**config.mk**
```make
export PLATFORM = sky130hd
export DESIGN_NAME = cbc_host
export DESIGN_NICKNAME = d
export VERILOG_FILES = /design/src/cbc_pkg.sv /design/src/cbc_mem_if.sv /design/src/cbc_host.sv /design/src/cbc_stage_mem.sv
export SDC_FILE = /design/constraint.sdc
export NUM_CORES = 1
export LEC_CHECK = 0
export BUFFER_PORTS_ARGS = -buffer_cell sky130_fd_sc_hd__buf_2
export CORE_UTILIZATION = 30
export CTS_CLUSTER_SIZE = 20
export DETAILED_ROUTE_END_ITERATION = 6
export GPL_TIMING_DRIVEN = 0
export PLACE_DENSITY = 0.46
export SLEW_MARGIN = 40
export SYNTH_ARGS = -nofsm -noshare
export SYNTH_HDL_FRONTEND = slang
export SYNTH_SLANG_ARGS = --single-unit
```
**constraint.sdc**
```tcl
create_clock -name core_clk -period 5.6 [get_ports core_clk]
set_clock_uncertainty 0.2 [all_clocks]
set_input_delay 1.12 -clock core_clk [delete_from_list [all_inputs] [get_ports core_clk]]
set_output_delay 1.12 -clock core_clk [all_outputs]
set_load 0.1 [all_outputs]
```
**src/cbc_pkg.sv**
```systemverilog
package cbc_pkg;

   // ==========================================================
   // Software register offsets (word index on the command port)
   // ==========================================================
   localparam logic [3:0] SW_STAGE_LAST = 4'h6;   // Staging words 0..6 at 0x0..0x6
   localparam logic [3:0] SW_BASE       = 4'h8;   // Buffer area base, in words
   localparam logic [3:0] SW_CMD        = 4'h9;   // Command
   localparam logic [3:0] SW_STAT       = 4'ha;   // Status, write 1 to bit 0 clears done
   localparam logic [3:0] SW_CTRLADR    = 4'hb;   // Device address of pair register 0

   // Command field positions
   localparam int CMD_BUF_LO = 0;                 // Bits 2..0 buffer number
   localparam int CMD_PRI_LO = 3;                 // Bits 4..3 priority
   localparam int CMD_ARR    = 5;                 // Auto-remote reply enable
   localparam int CMD_OP_LO  = 6;                 // Bits 7..6 opcode

   // Status field positions
   localparam int ST_DONE    = 0;

   // Reset values
   localparam logic [15:0] BASE_RST    = 16'h0000;
   localparam logic [7:0]  CTRLADR_RST = 8'h00;

   // ==========================================================
   // Pair control byte layout
   // ==========================================================
   localparam int CB_DIR  = 7;                    // 1 transmit, 0 receive
   localparam int CB_ABT  = 6;                    // Message aborted (read only)
   localparam int CB_LARB = 5;                    // Arbitration lost (read only)
   localparam int CB_TERR = 4;                    // Bus error while sending (read only)
   localparam int CB_REQ  = 3;                    // Send request
   localparam int CB_ARR  = 2;                    // Auto-remote reply enable
   localparam int CB_PRI  = 0;                    // Bits 1..0 priority

   // ==========================================================
   // Message buffer layout in DMA memory
   // ==========================================================
   localparam logic [3:0]  MSG_WORDS  = 4'h8;     // Words per buffer
   localparam logic [2:0]  TX_WORDS   = 3'h7;     // Words the host writes (0..6)
   localparam logic [15:0] W0_MASK    = 16'h1fff; // Id 12-2, SRR 1, IDE 0
   localparam logic [15:0] W1_MASK    = 16'h0fff; // Ext id 17..6
   localparam logic [15:0] W2_MASK    = 16'hfe0f; // Ext id, RTR, DLC; reserved zero
   localparam logic [15:0] DATA_MASK  = 16'hffff; // Payload bytes, even byte low

   // ==========================================================
   // Timing
   // ==========================================================
   localparam int POLL_GAP = 16;                  // Cycles between status polls

   // ==========================================================
   // Types
   // ==========================================================
   typedef enum logic [1:0] {
      OP_NONE   = 2'b00,
      OP_SEND   = 2'b01,
      OP_ABORT  = 2'b10,
      OP_STATUS = 2'b11
   } cbc_op_t;

   typedef enum logic [2:0] {
      S_IDLE  = 3'b000,
      S_COPY  = 3'b001,
      S_READ  = 3'b011,
      S_WAIT  = 3'b010,
      S_CAPT  = 3'b110,
      S_WRITE = 3'b111,
      S_POLL  = 3'b101
   } cbc_state_t;

   // Mask of the bits a word may carry out to the buffer
   function automatic logic [15:0] word_mask(input logic [2:0] idx);
      case (idx)
         3'h0:    word_mask = W0_MASK;
         3'h1:    word_mask = W1_MASK;
         3'h2:    word_mask = W2_MASK;
         default: word_mask = DATA_MASK;
      endcase
   endfunction

endpackage

```
**src/cbc_mem_if.sv**
```systemverilog
`timescale 1ns/1ps
// ==========================================================
// Staging memory carrier
// ==========================================================
interface cbc_mem_if;
   logic        wrEn;
   logic [2:0]  wrAddr;
   logic [15:0] wrData;
   logic [2:0]  rdAddr;
   logic [15:0] rdData;

   modport user (output wrEn, output wrAddr, output wrData, output rdAddr, input rdData);
   modport mem  (input wrEn, input wrAddr, input wrData, input rdAddr, output rdData);
endinterface

```
**src/cbc_host.sv**
```systemverilog
// The plain strobed port and the register offsets were chosen for this implementation.
`timescale 1ns/1ps
// ==========================================================
// Transmit buffer host controller
// ==========================================================
// Summary of operation
// - Clearing pending request aborts the message
// - Buffers live in software-placed DMA area
// - Word 0: standard id, SRR, IDE
// - SRR one marks remote request
// - IDE one selects extended identifier
// - Word 1: extended id 17..6
// - Word 2: ext id, RTR, reserved, DLC
// - RTR one marks remote request
// - Software writes reserved bits as zero
// - Words 3-6 payload, even byte low
module cbc_host #(
   parameter int DMA_AW   = 9,
   parameter int POLL_GAP = cbc_pkg::POLL_GAP
) (
   input  wire logic              core_clk,
   input  wire logic              rst,
   // Software command port
   input  wire logic [3:0]        swAddr,
   input  wire logic [15:0]       swWdata,
   input  wire logic              swWe,
   input  wire logic              swRe,
   output logic      [15:0]       swRdata,
   // Device register port
   output logic      [7:0]        devAddr,
   output logic      [15:0]       devWdata,
   output logic                   devWe,
   output logic                   devRe,
   input  wire logic [15:0]       devRdata,
   // DMA memory write port
   output logic      [DMA_AW-1:0] dmaAddr,
   output logic      [15:0]       dmaWdata,
   output logic                   dmaWe,
   // Summary status
   output logic                   busy,
   output logic                   done
);

   // ==========================================================
   // Declarations
   // ==========================================================
   cbc_mem_if            stage ();
   cbc_pkg::cbc_state_t  state;
   cbc_pkg::cbc_op_t     curOp;
   cbc_pkg::cbc_op_t     cmdOp;
   logic [2:0]           idx;
   logic                 rdPend;
   logic                 polling;
   logic [2:0]           curBuf;
   logic [1:0]           curPri;
   logic                 curArr;
   logic [15:0]          base;
   logic [7:0]           ctrlAdr;
   logic [7:0]           lastByte;
   logic [15:0]          pollCnt;
   logic                 cmdWrite;
   logic                 cmdGo;
   logic                 abortLate;
   logic                 doneSet;
   logic [7:0]           readByte;

   // ==========================================================
   // Helpers
   // ==========================================================
   // Word address of one word of one buffer inside the area
   function automatic logic [DMA_AW-1:0] buf_addr(input logic [15:0] area,
                                                   input logic [2:0]  bufNo,
                                                   input logic [2:0]  word);
      logic [15:0] sum;
      sum = area + 16'(bufNo) * 16'(cbc_pkg::MSG_WORDS) + 16'(word);
      buf_addr = sum[DMA_AW-1:0];
   endfunction

   // Select the byte of a pair word that serves one buffer
   function automatic logic [7:0] pick_byte(input logic [15:0] pair,
                                            input logic        odd);
      pick_byte = odd ? pair[15:8] : pair[7:0];
   endfunction

   // ==========================================================
   // Staging memory
   // ==========================================================
   cbc_stage_mem #(
      .DEPTH (8)
   ) u_stage (
      .core_clk (core_clk),
      .port     (stage.mem)
   );

   // Software writes to words 0..6 fill the staged message
   assign stage.wrEn   = swWe && (swAddr <= cbc_pkg::SW_STAGE_LAST);
   assign stage.wrAddr = swAddr[2:0];
   assign stage.wrData = swWdata;
   assign stage.rdAddr = idx;

   // ==========================================================
   // Command decode
   // ==========================================================
   assign cmdOp     = cbc_pkg::cbc_op_t'(swWdata[cbc_pkg::CMD_OP_LO +: 2]);
   assign cmdWrite  = swWe && (swAddr == cbc_pkg::SW_CMD);
   assign cmdGo     = cmdWrite && (state == cbc_pkg::S_IDLE) && (cmdOp != cbc_pkg::OP_NONE);
   // Abort accepted while a send is being watched
   assign abortLate = cmdWrite && polling && (cmdOp == cbc_pkg::OP_ABORT)
                      && (curOp == cbc_pkg::OP_SEND);
   assign readByte  = pick_byte(devRdata, curBuf[0]);
   assign doneSet   = (state == cbc_pkg::S_CAPT)
                      && ((curOp == cbc_pkg::OP_STATUS)
                          || (polling && !readByte[cbc_pkg::CB_REQ]));

   // ==========================================================
   // Software configuration registers
   // ==========================================================
   always_ff @(posedge core_clk) begin
      if (rst) begin
         base    <= cbc_pkg::BASE_RST;
         ctrlAdr <= cbc_pkg::CTRLADR_RST;
      end else if (swWe) begin
         if (swAddr == cbc_pkg::SW_BASE) begin
            base <= swWdata;
         end
         if (swAddr == cbc_pkg::SW_CTRLADR) begin
            ctrlAdr <= swWdata[7:0];
         end
      end
   end

   // Done flag: completion wins over a clear in the same cycle
   always_ff @(posedge core_clk) begin
      if (rst) begin
         done <= 1'b0;
      end else if (doneSet) begin
         done <= 1'b1;
      end else if (swWe && (swAddr == cbc_pkg::SW_STAT) && swWdata[cbc_pkg::ST_DONE]) begin
         done <= 1'b0;
      end
   end

   // ==========================================================
   // Read back, data one cycle after the strobe
   // ==========================================================
   always_ff @(posedge core_clk) begin
      if (rst) begin
         swRdata <= 16'h0000;
      end else if (swRe) begin
         case (swAddr)
            cbc_pkg::SW_BASE:    swRdata <= base;
            cbc_pkg::SW_CTRLADR: swRdata <= {8'h00, ctrlAdr};
            cbc_pkg::SW_STAT:    swRdata <= {lastByte, 5'h00, polling, busy, done};
            default:             swRdata <= 16'h0000;
         endcase
      end else begin
         swRdata <= 16'h0000;
      end
   end

   // ==========================================================
   // Sequencer
   // ==========================================================
   always_ff @(posedge core_clk) begin
      if (rst) begin
         state    <= cbc_pkg::S_IDLE;
         curOp    <= cbc_pkg::OP_NONE;
         curBuf   <= 3'h0;
         curPri   <= 2'h0;
         curArr   <= 1'b0;
         idx      <= 3'h0;
         rdPend   <= 1'b0;
         polling  <= 1'b0;
         pollCnt  <= 16'h0000;
         lastByte <= 8'h00;
         busy     <= 1'b0;
         devAddr  <= 8'h00;
         devWdata <= 16'h0000;
         devWe    <= 1'b0;
         devRe    <= 1'b0;
         dmaAddr  <= '0;
         dmaWdata <= 16'h0000;
         dmaWe    <= 1'b0;
      end else begin
         devWe <= 1'b0;
         devRe <= 1'b0;
         dmaWe <= 1'b0;
         case (state)
            // Take a command
            cbc_pkg::S_IDLE: begin
               if (cmdGo) begin
                  curOp   <= cmdOp;
                  curBuf  <= swWdata[cbc_pkg::CMD_BUF_LO +: 3];
                  curPri  <= swWdata[cbc_pkg::CMD_PRI_LO +: 2];
                  curArr  <= swWdata[cbc_pkg::CMD_ARR];
                  polling <= 1'b0;
                  busy    <= 1'b1;
                  idx     <= 3'h0;
                  rdPend  <= 1'b0;
                  state   <= (cmdOp == cbc_pkg::OP_SEND) ? cbc_pkg::S_COPY
                                                         : cbc_pkg::S_READ;
               end
            end
            // Copy staged words into the buffer, reserved bits forced low
            cbc_pkg::S_COPY: begin
               if (rdPend) begin
                  dmaWe    <= 1'b1;
                  dmaAddr  <= buf_addr(base, curBuf, idx - 3'h1);
                  // Fields kept in place, unused and reserved bits zero
                  dmaWdata <= stage.rdData & cbc_pkg::word_mask(idx - 3'h1);
               end
               if (idx != cbc_pkg::TX_WORDS) begin
                  idx    <= idx + 3'h1;
                  rdPend <= 1'b1;
               end else begin
                  rdPend <= 1'b0;
                  state  <= cbc_pkg::S_READ;
               end
            end
            // Read the pair control register
            cbc_pkg::S_READ: begin
               devRe   <= 1'b1;
               devAddr <= ctrlAdr + {6'h00, curBuf[2:1]};
               state   <= cbc_pkg::S_WAIT;
            end
            // Device answers one cycle after its strobe
            cbc_pkg::S_WAIT: begin
               state <= cbc_pkg::S_CAPT;
            end
            // Decide on the returned control byte
            cbc_pkg::S_CAPT: begin
               lastByte <= readByte;
               if (curOp == cbc_pkg::OP_STATUS) begin
                  busy  <= 1'b0;
                  state <= cbc_pkg::S_IDLE;
               end else if (polling) begin
                  // Request cleared: sent, or abandoned after abort
                  if (!readByte[cbc_pkg::CB_REQ]) begin
                     busy    <= 1'b0;
                     polling <= 1'b0;
                     state   <= cbc_pkg::S_IDLE;
                  end else begin
                     pollCnt <= 16'h0000;
                     state   <= cbc_pkg::S_POLL;
                  end
               end else begin
                  // Read-only flags written as zero, the device ignores them
                  devWdata <= curBuf[0]
                     ? {ctl_byte(readByte), flags_off(devRdata[7:0])}
                     : {flags_off(devRdata[15:8]), ctl_byte(readByte)};
                  state <= cbc_pkg::S_WRITE;
               end
            end
            // Write back the pair, then watch the request bit
            cbc_pkg::S_WRITE: begin
               devWe   <= 1'b1;
               polling <= 1'b1;
               pollCnt <= 16'h0000;
               state   <= cbc_pkg::S_POLL;
            end
            // Gap between polls; an abort may cut in here
            cbc_pkg::S_POLL: begin
               if (abortLate || (pollCnt == 16'(POLL_GAP - 1))) begin
                  state <= cbc_pkg::S_READ;
               end else begin
                  pollCnt <= pollCnt + 16'h0001;
               end
            end
            default: begin
               busy  <= 1'b0;
               state <= cbc_pkg::S_IDLE;
            end
         endcase
         // Abort cuts in wherever a send is watched, so none is lost mid-read
         if (abortLate) begin
            curOp   <= cbc_pkg::OP_ABORT;
            polling <= 1'b0;
         end
      end
   end

   // ==========================================================
   // Control byte composition
   // ==========================================================
   // New byte for this buffer, by current operation
   function automatic logic [7:0] ctl_byte(input logic [7:0] old);
      logic [7:0] b;
      b = 8'h00;
      if (curOp == cbc_pkg::OP_SEND) begin
         b[cbc_pkg::CB_DIR]        = 1'b1;
         b[cbc_pkg::CB_REQ]        = 1'b1;
         b[cbc_pkg::CB_ARR]        = curArr;
         b[cbc_pkg::CB_PRI +: 2]   = curPri;
      end else begin
         b                         = flags_off(old);
         b[cbc_pkg::CB_REQ]        = 1'b0;
      end
      ctl_byte = b;
   endfunction

   // Neighbour byte kept, its read-only flags dropped
   function automatic logic [7:0] flags_off(input logic [7:0] b);
      logic [7:0] r;
      r = b;
      r[cbc_pkg::CB_ABT]  = 1'b0;
      r[cbc_pkg::CB_LARB] = 1'b0;
      r[cbc_pkg::CB_TERR] = 1'b0;
      flags_off = r;
   endfunction

endmodule

```
**src/cbc_stage_mem.sv**
```systemverilog
`timescale 1ns/1ps
// ==========================================================
// Message staging memory, registered read
// ==========================================================
module cbc_stage_mem #(
   parameter int DEPTH = 8
) (
   input  wire logic core_clk,
   cbc_mem_if.mem    port
);
   logic [15:0] words [DEPTH];

   // Software side write
   always_ff @(posedge core_clk) begin
      if (port.wrEn) begin
         words[port.wrAddr] <= port.wrData;
      end
   end

   // Registered read for the sequencer
   always_ff @(posedge core_clk) begin
      port.rdData <= words[port.rdAddr];
   end
endmodule

```
==> Word level (Yosys, flattened, before mapping) <==
Memory sizes are Yosys's and may differ from the RTL's. A register that Yosys moved wholly into a read port is not among the register bits.
Cells that the tools add are included.
{ "totals": {"ff_bits": 134, "mem_bits_rw": 128, "inputBits": 40, "out_inout_bits": 70, "elab_cells": 151, "mem_count": 1} }
{ "op_classes": {"addsub": 6, "n_lt_le_gt_ge": 1, "eq_ne": 28, "n_mux": 47, "bitwise": 6, "reduce_logical": 39} }
{ "memory_table": {"columns": ["memory", "depth", "width", "rd", "rd_ports_with_merged_regs", "wr", "line_no", "text"], "rows": [
  ["u_stage.words", 8, 16, 1, 1, 1, "cbc_stage_mem.sv:11", "logic [15:0] words [DEPTH];"]
]} }
{ "ops": {"columns": ["op", "count"], "rows": [
  ["$pmux 16 s3", 3],
  ["$mux 16", 8],
  ["$mux 3", 8],
  ["$pmux 3 s7", 1],
  ["$mux 1", 17],
  ["$add 16x1->16 const B", 1],
  ["$and 16x16->16", 1],
  ["$eq 16x4->1 const B", 1],
  ["$eq 4x4->1 const B", 4],
  ["$ne 2x2->1 const B", 8],
  ["$reduce_and 2->1", 6],
  ["$reduce_and 3->1", 4],
  ["$logic_and 1x1->1", 11],
  ["$reduce_bool 2->1", 5],
  ["$add 9x3->9", 1],
  ["$add 9x6->9", 1],
  ["$eq 3x2->1 const B", 3],
  ["$eq 3x3->1 const B", 3],
  ["$add 8x2->8", 1],
  ["$mux 2", 4],
  ["$mux 8", 1],
  ["$eq 3x1->1 const B", 2],
  ["$logic_not 3->1", 2],
  ["$ne 3x2->1 const B", 2],
  ["other kinds (18)", 29]
]} }

==> Logic depth before layout (Yosys ltp) <==
{ "logic_depth": {"word_depth": 8, "depth_mapped": 12, "depth_no_buf": 10} }

==> By module <==
Synthesis repeated with hierarchy kept, for this count alone.
{ "unflattened": {"cells_unflattened": 864, "hier_area_um2": 10928.0} }
{ "modules_own_cells": {"columns": ["mod", "instances", "cells_per_inst", "area_each_um2", "seq_area_each_um2"], "rows": [
  ["cbc_host", 1, 650, 5634.2, 2562.5],
  ["cbc_stage_mem", 1, 214, 5293.8, 4164.0]
]} }

==> Worst setup path after synthesis <==
OpenSTA, ideal clock, no wires.
{ "synth_timing": {"kind": "input to register", "startpoint": "in swAddr[2]", "endpoint": "mem u_stage.words[0][0] (enable)", "setup_time_ns": 0.409, "arrival_ns": 2.767, "required_ns": 4.991, "path_slack_ns": 2.223, "cell_stages": 2, "path_buffers": 0, "cell_sequence": "or3b_2 -> nor3_1"} }
{ "synth_via": {"elab_chain_len": 4} }
{ "synth_rtl": {"columns": ["item", "line_no", "text"], "rows": [
  ["start: declaration", "cbc_host.sv:24", "input wire logic [3:0] swAddr,"],
  ["$le 4x3->1", "cbc_host.sv:96", "assign stage.wrEn = swWe && (swAddr <= cbc_pkg::SW_STAGE_LAST);"],
  ["$logic_and 1x1->1", "cbc_host.sv:96", null],
  ["$mux 1", "cbc_stage_mem.sv:15", "if (port.wrEn) begin"],
  ["$mux 1 (implied by the code)", "cbc_stage_mem.sv:16", "words[port.wrAddr] <= port.wrData;"],
  ["end: declaration", "cbc_stage_mem.sv:11", null]
]} }
Parallel ways exist; a longest one is shown, timed or not.

==> Worst setup path after layout <==
{ "layout_timing": {"startpoint": "reg idx[1]", "endpoint": "reg dmaAddr[8]"} }
{ "layout_via": {"elab_chain_len": 2} }
{ "layout_rtl": {"columns": ["item", "line_no", "text"], "rows": [
  ["start: declaration", "cbc_host.sv:51", "logic [2:0] idx;"],
  ["start signal: assignment", "cbc_host.sv:213", "idx <= idx + 3'h1;"],
  ["$sub 3x1->3", "cbc_host.sv:208", "dmaAddr <= buf_addr(base, curBuf, idx - 3'h1);"],
  ["$add 9x3->9", "cbc_host.sv:75", "sum = area + 16'(bufNo) * 16'(cbc_pkg::MSG_WORDS) + 16'(word);"],
  ["end signal: assignment", "cbc_host.sv:208", null],
  ["end: declaration", "cbc_host.sv:36", "output logic [DMA_AW-1:0] dmaAddr,"]
]} }
Every way passes these cells.
A chain may end at the register's enable or synchronous reset.

==> summary.md <==
| Metric | Value |
|---|---|
| Slew HR | `0.4451` |
| # DRC | `0` |
| 1st-iter DRT viols | `381` |
| M3 GR Usage | `0.03121` |
| Post-cts hold buffer count | `0` |
| Placed instance count | `1461` |
| Grt met1 use | `0.2113` |
| Vias/cell | `4.782` |
| Fmax achieved | `263.7 MHz` |
| Setup ws final | `1.808 ns` |
| GRT busiest layer | `met2` |
| Share of layout cells above drive strength 1 | `0.2412` |
| FF-to-FF Start | `idx[1]$_SDFFE_PP0P_` |
| CP startpoint kind | `register` |
| Critical Path RT | `5.82 ns` |
| Placed cell areas | `12180 sq um` |
| TritonCTS Buffers | `31` |
| Antenna-violating nets left | `0` |
| Adder-Cell Fraction of Synth Area | `0.02228` |
| Detailed Route WL | `28710 microns` |
| I/O pins | `110` |
| Final instance area | `13200 sq um` |
| Congestion Overflow GR | `0` |
| Post-CTS setup buffers | `0` |
| Post-synth top area share | `0.3565` |
| Crit Reg-Reg Endpoint | `dmaAddr[8]$_SDFFE_PP0P_` |
| Diode count | `0` |
| Starting Density | `0.3038` |
| Synth Area in Simple Gates | `0.1220` |
| Actual slew at the worst max-slew pin | `0.8324 ns` |
| Hold Path Cell Cnt | `2` |
| Setup crit end kind | `register` |
| Hold_sp | `u_stage.port.rdData[1]$_DFF_P_` |
| Hold Path Sink | `dmaWdata[1]$_SDFFE_PP0P_` |
| Power per cell area | `325.5 nW/um^2` |
| Nets | `1091` |
| Cells after Synth | `864` |
| Status | `finished, final reports clean` |
| Final min period | `3.792 ns` |
| Mapped cell area | `10780 sq um` |
| DIE AREA | `36700 sq um` |
| Post-Route Utilization | `0.3719` |
| Final slew viol count | `0` |
| Gr usage total | `0.1572` |
| Row cnt | `69` |
| Reg2reg path depth | `12` |
| Synth area leader | `edfxtp_1` |
| Synth warn | `0` |
| TritonCTS clock tree | `done` |
| Synth-to-layout area growth | `22.41%` |
| Hold Violations, Final | `0` |
| Finish-stage setup viols | `0` |
| Drt pass-1 iters | `5` |
| Synth Area per Inst | `12.48 sq um` |
| RSZ-0062 raised after global routing | `false` |
| Synth Area in XOR/XNOR | `0.01706` |
| Via count | `7259` |
| Clock root buffer | `clkbuf_16` |
| Min-Delay Path Class | `register to register` |
| Arrival @ worst endpoint | `4.02 ns` |
| Clock net sink count | `272` |
| Vias in the first global route | `7244` |
| Initial antenna violation count | `1` |
| Post-synthesis compound-gate area fraction | `0.08310` |
| Skew-Pair Late Insertion Delay | `0.54 ns` |
| Core area | `35480 sq um` |
| Die Span Y | `191.6 microns` |
| Global-route wire length before repair | `43270 microns` |
| Final cell count without fillers | `1518` |
| Ys async rst share | `0` |
| Post-synth EDFFs | `128` |
| Met2 usage | `0.2610` |
| Clk buf depth | `3` |
| Mux cell area share after synthesis | `0.1021` |
| # port buffers | `103` |
| Synth top cells by count | `144 x dfxtp_1, 128 x edfxtp_1, 90 x nor2_1, 89 x nand2_1, 59 x a21oi_1` |
| Hold Slack | `0.2393 ns` |
| Largest net degree at the start of global routing | `15` |
| Clk pin slew, worst setup/hold paths | `0.06 ns` |
| CTS H-tree depth | `1` |
| Post-CTS sizing | `0` |
| Post-synthesis cell type count | `59` |
| Static Leakage | `4.715 nW` |
| Register bit total from synthesis | `272` |
| Worst VDD drop | `0.2148 mV` |
| Final Total Pwr | `4.296 mW` |
| Top FF cell, synth | `dfxtp_1` |
| Setup WS pre-CTS | `1.765 ns` |
| Setup TNS | `0 ns` |
| GPL Wtd Cong | `0.8131` |
| DR WL/cell | `18.91 microns` |
| DPL Wire Length | `20600 microns` |
| Tcrit/Tclk final | `0.6772` |
| Seq/Total Area, Yosys | `0.6240` |
| Largest family of logic cells by synthesized area | `simple AND/OR/NAND/NOR gates` |
| Most numerous cell in the Yosys netlist | `dfxtp_1` |
| Top post-synthesis cells by area | `edfxtp_1 36%, dfxtp_1 27%, mux4_2 6.7%` |
| Die width | `191.6 microns` |
| Max cap viols | `0` |
| Setup CP Type | `register to register` |
| Worst-path fanout max | `10` |
| R2R Setup Slk | `1.81 ns` |
-- worst max-delay path: stages (launching register included) --
cell and delay, ns:
dfxtp_1 0.38, clkbuf_1 0.32, clkbuf_1 0.67, inv_1 0.16
ha_1 0.24, xor2_1 0.34, ha_1 0.32, nor2b_1 0.15
o21a_1 0.19, o21a_1 0.20, o31ai_1 0.26, xor2_1 0.18
a21oi_1 0.08
-- logic make-up after synthesis --
logic type | Yosys count
flops | 272
buf+inv | 69
mux | 68
xor+xnor | 21
compound gates | 139
other cells | 1
simple gates | 276
fa+ha+maj | 18
-- where the power goes --
part           leakage, nW  switching [mW]  total (mW)  internal [mW]
Clock                0.497           0.787        1.99           1.20
Combinational         1.88           0.123       0.179         0.0566
Sequential            2.33          0.0122        2.13           2.12
-- worst max-delay path by stage --
stage                         from                        endpoint  slack [ns]  cells after the start
2_1_floorplan            swAddr[2]   u_stage.words[0][0]$_DFFE_PP_        2.22                      2
3_3_place_gp                  swWe  u_stage.words[4][14]$_DFFE_PP_        0.52                      4
3_5_place_dp   idx[1]$_SDFFE_PP0P_         dmaAddr[8]$_SDFFE_PP0P_        1.76                     12
4_1_cts        idx[1]$_SDFFE_PP0P_         dmaAddr[8]$_SDFFE_PP0P_        1.75                     12
5_1_grt        idx[1]$_SDFFE_PP0P_         dmaAddr[8]$_SDFFE_PP0P_        1.52                     12
6_report       idx[1]$_SDFFE_PP0P_         dmaAddr[8]$_SDFFE_PP0P_        1.81                     12
-- placed cells by master, fill, tap and decap left out, drive strengths merged, types with 7 or more instances in the layout --
master | netlist | routed
dfxtp | 144 | 144
a211oi | 22 | 22
buf | 29 | 144
edfxtp | 128 | 128
o21ai | 12 | 12
and3 | 7 | 7
a21oi | 59 | 59
nor3 | 16 | 16
clkinv | 0 | 9
nor2 | 90 | 90
mux4 | 32 | 32
nand2 | 89 | 89
nand3 | 21 | 21
conb | 1 | 22
nand4 | 8 | 8
mux2 | 16 | 16
mux2i | 20 | 20
clkbuf | 26 | 70
inv | 14 | 14
a22oi | 24 | 24
nand2b | 9 | 9
xor2 | 15 | 15
ha | 16 | 16
-- cell type report --
class	instances	area, sq um
Fill cell	3441	22290
Clock inverter	13	117.6
Inverter	14	52.55
Multi-Input combinational cell	544	3870
Timing Repair Buffer	115	691.9
Sequential cell	272	6726
Tap cell	461	576.8
Buffer	55	264.0
Clock buffer	44	897.1
-- flip-flops by register name, indices dropped and copies added, names as in the netlist, 2 cells and up --
signal,cells
curOp,2
devAddr,8
u_stage.port.rdData,16
pollCnt,16
devWdata,10
ctrlAdr,8
lastByte,8
dmaAddr,9
dmaWdata,16
curPri,2
idx,3
state,3
base,16
swRdata,16
u_stage.words,128
curBuf,3
-- routing by layer --
| layer | vias to the layer above | wire [microns] |
|---|---|---|
| li1 | 3491 | - |
| met1 | 3597 | 13140 |
| met2 | 136 | 13740 |
| met3 | 33 | 1398 |
| met4 | 2 | 423 |
| met5 | - | 17 |
Power figures use the tool's default switching activity.
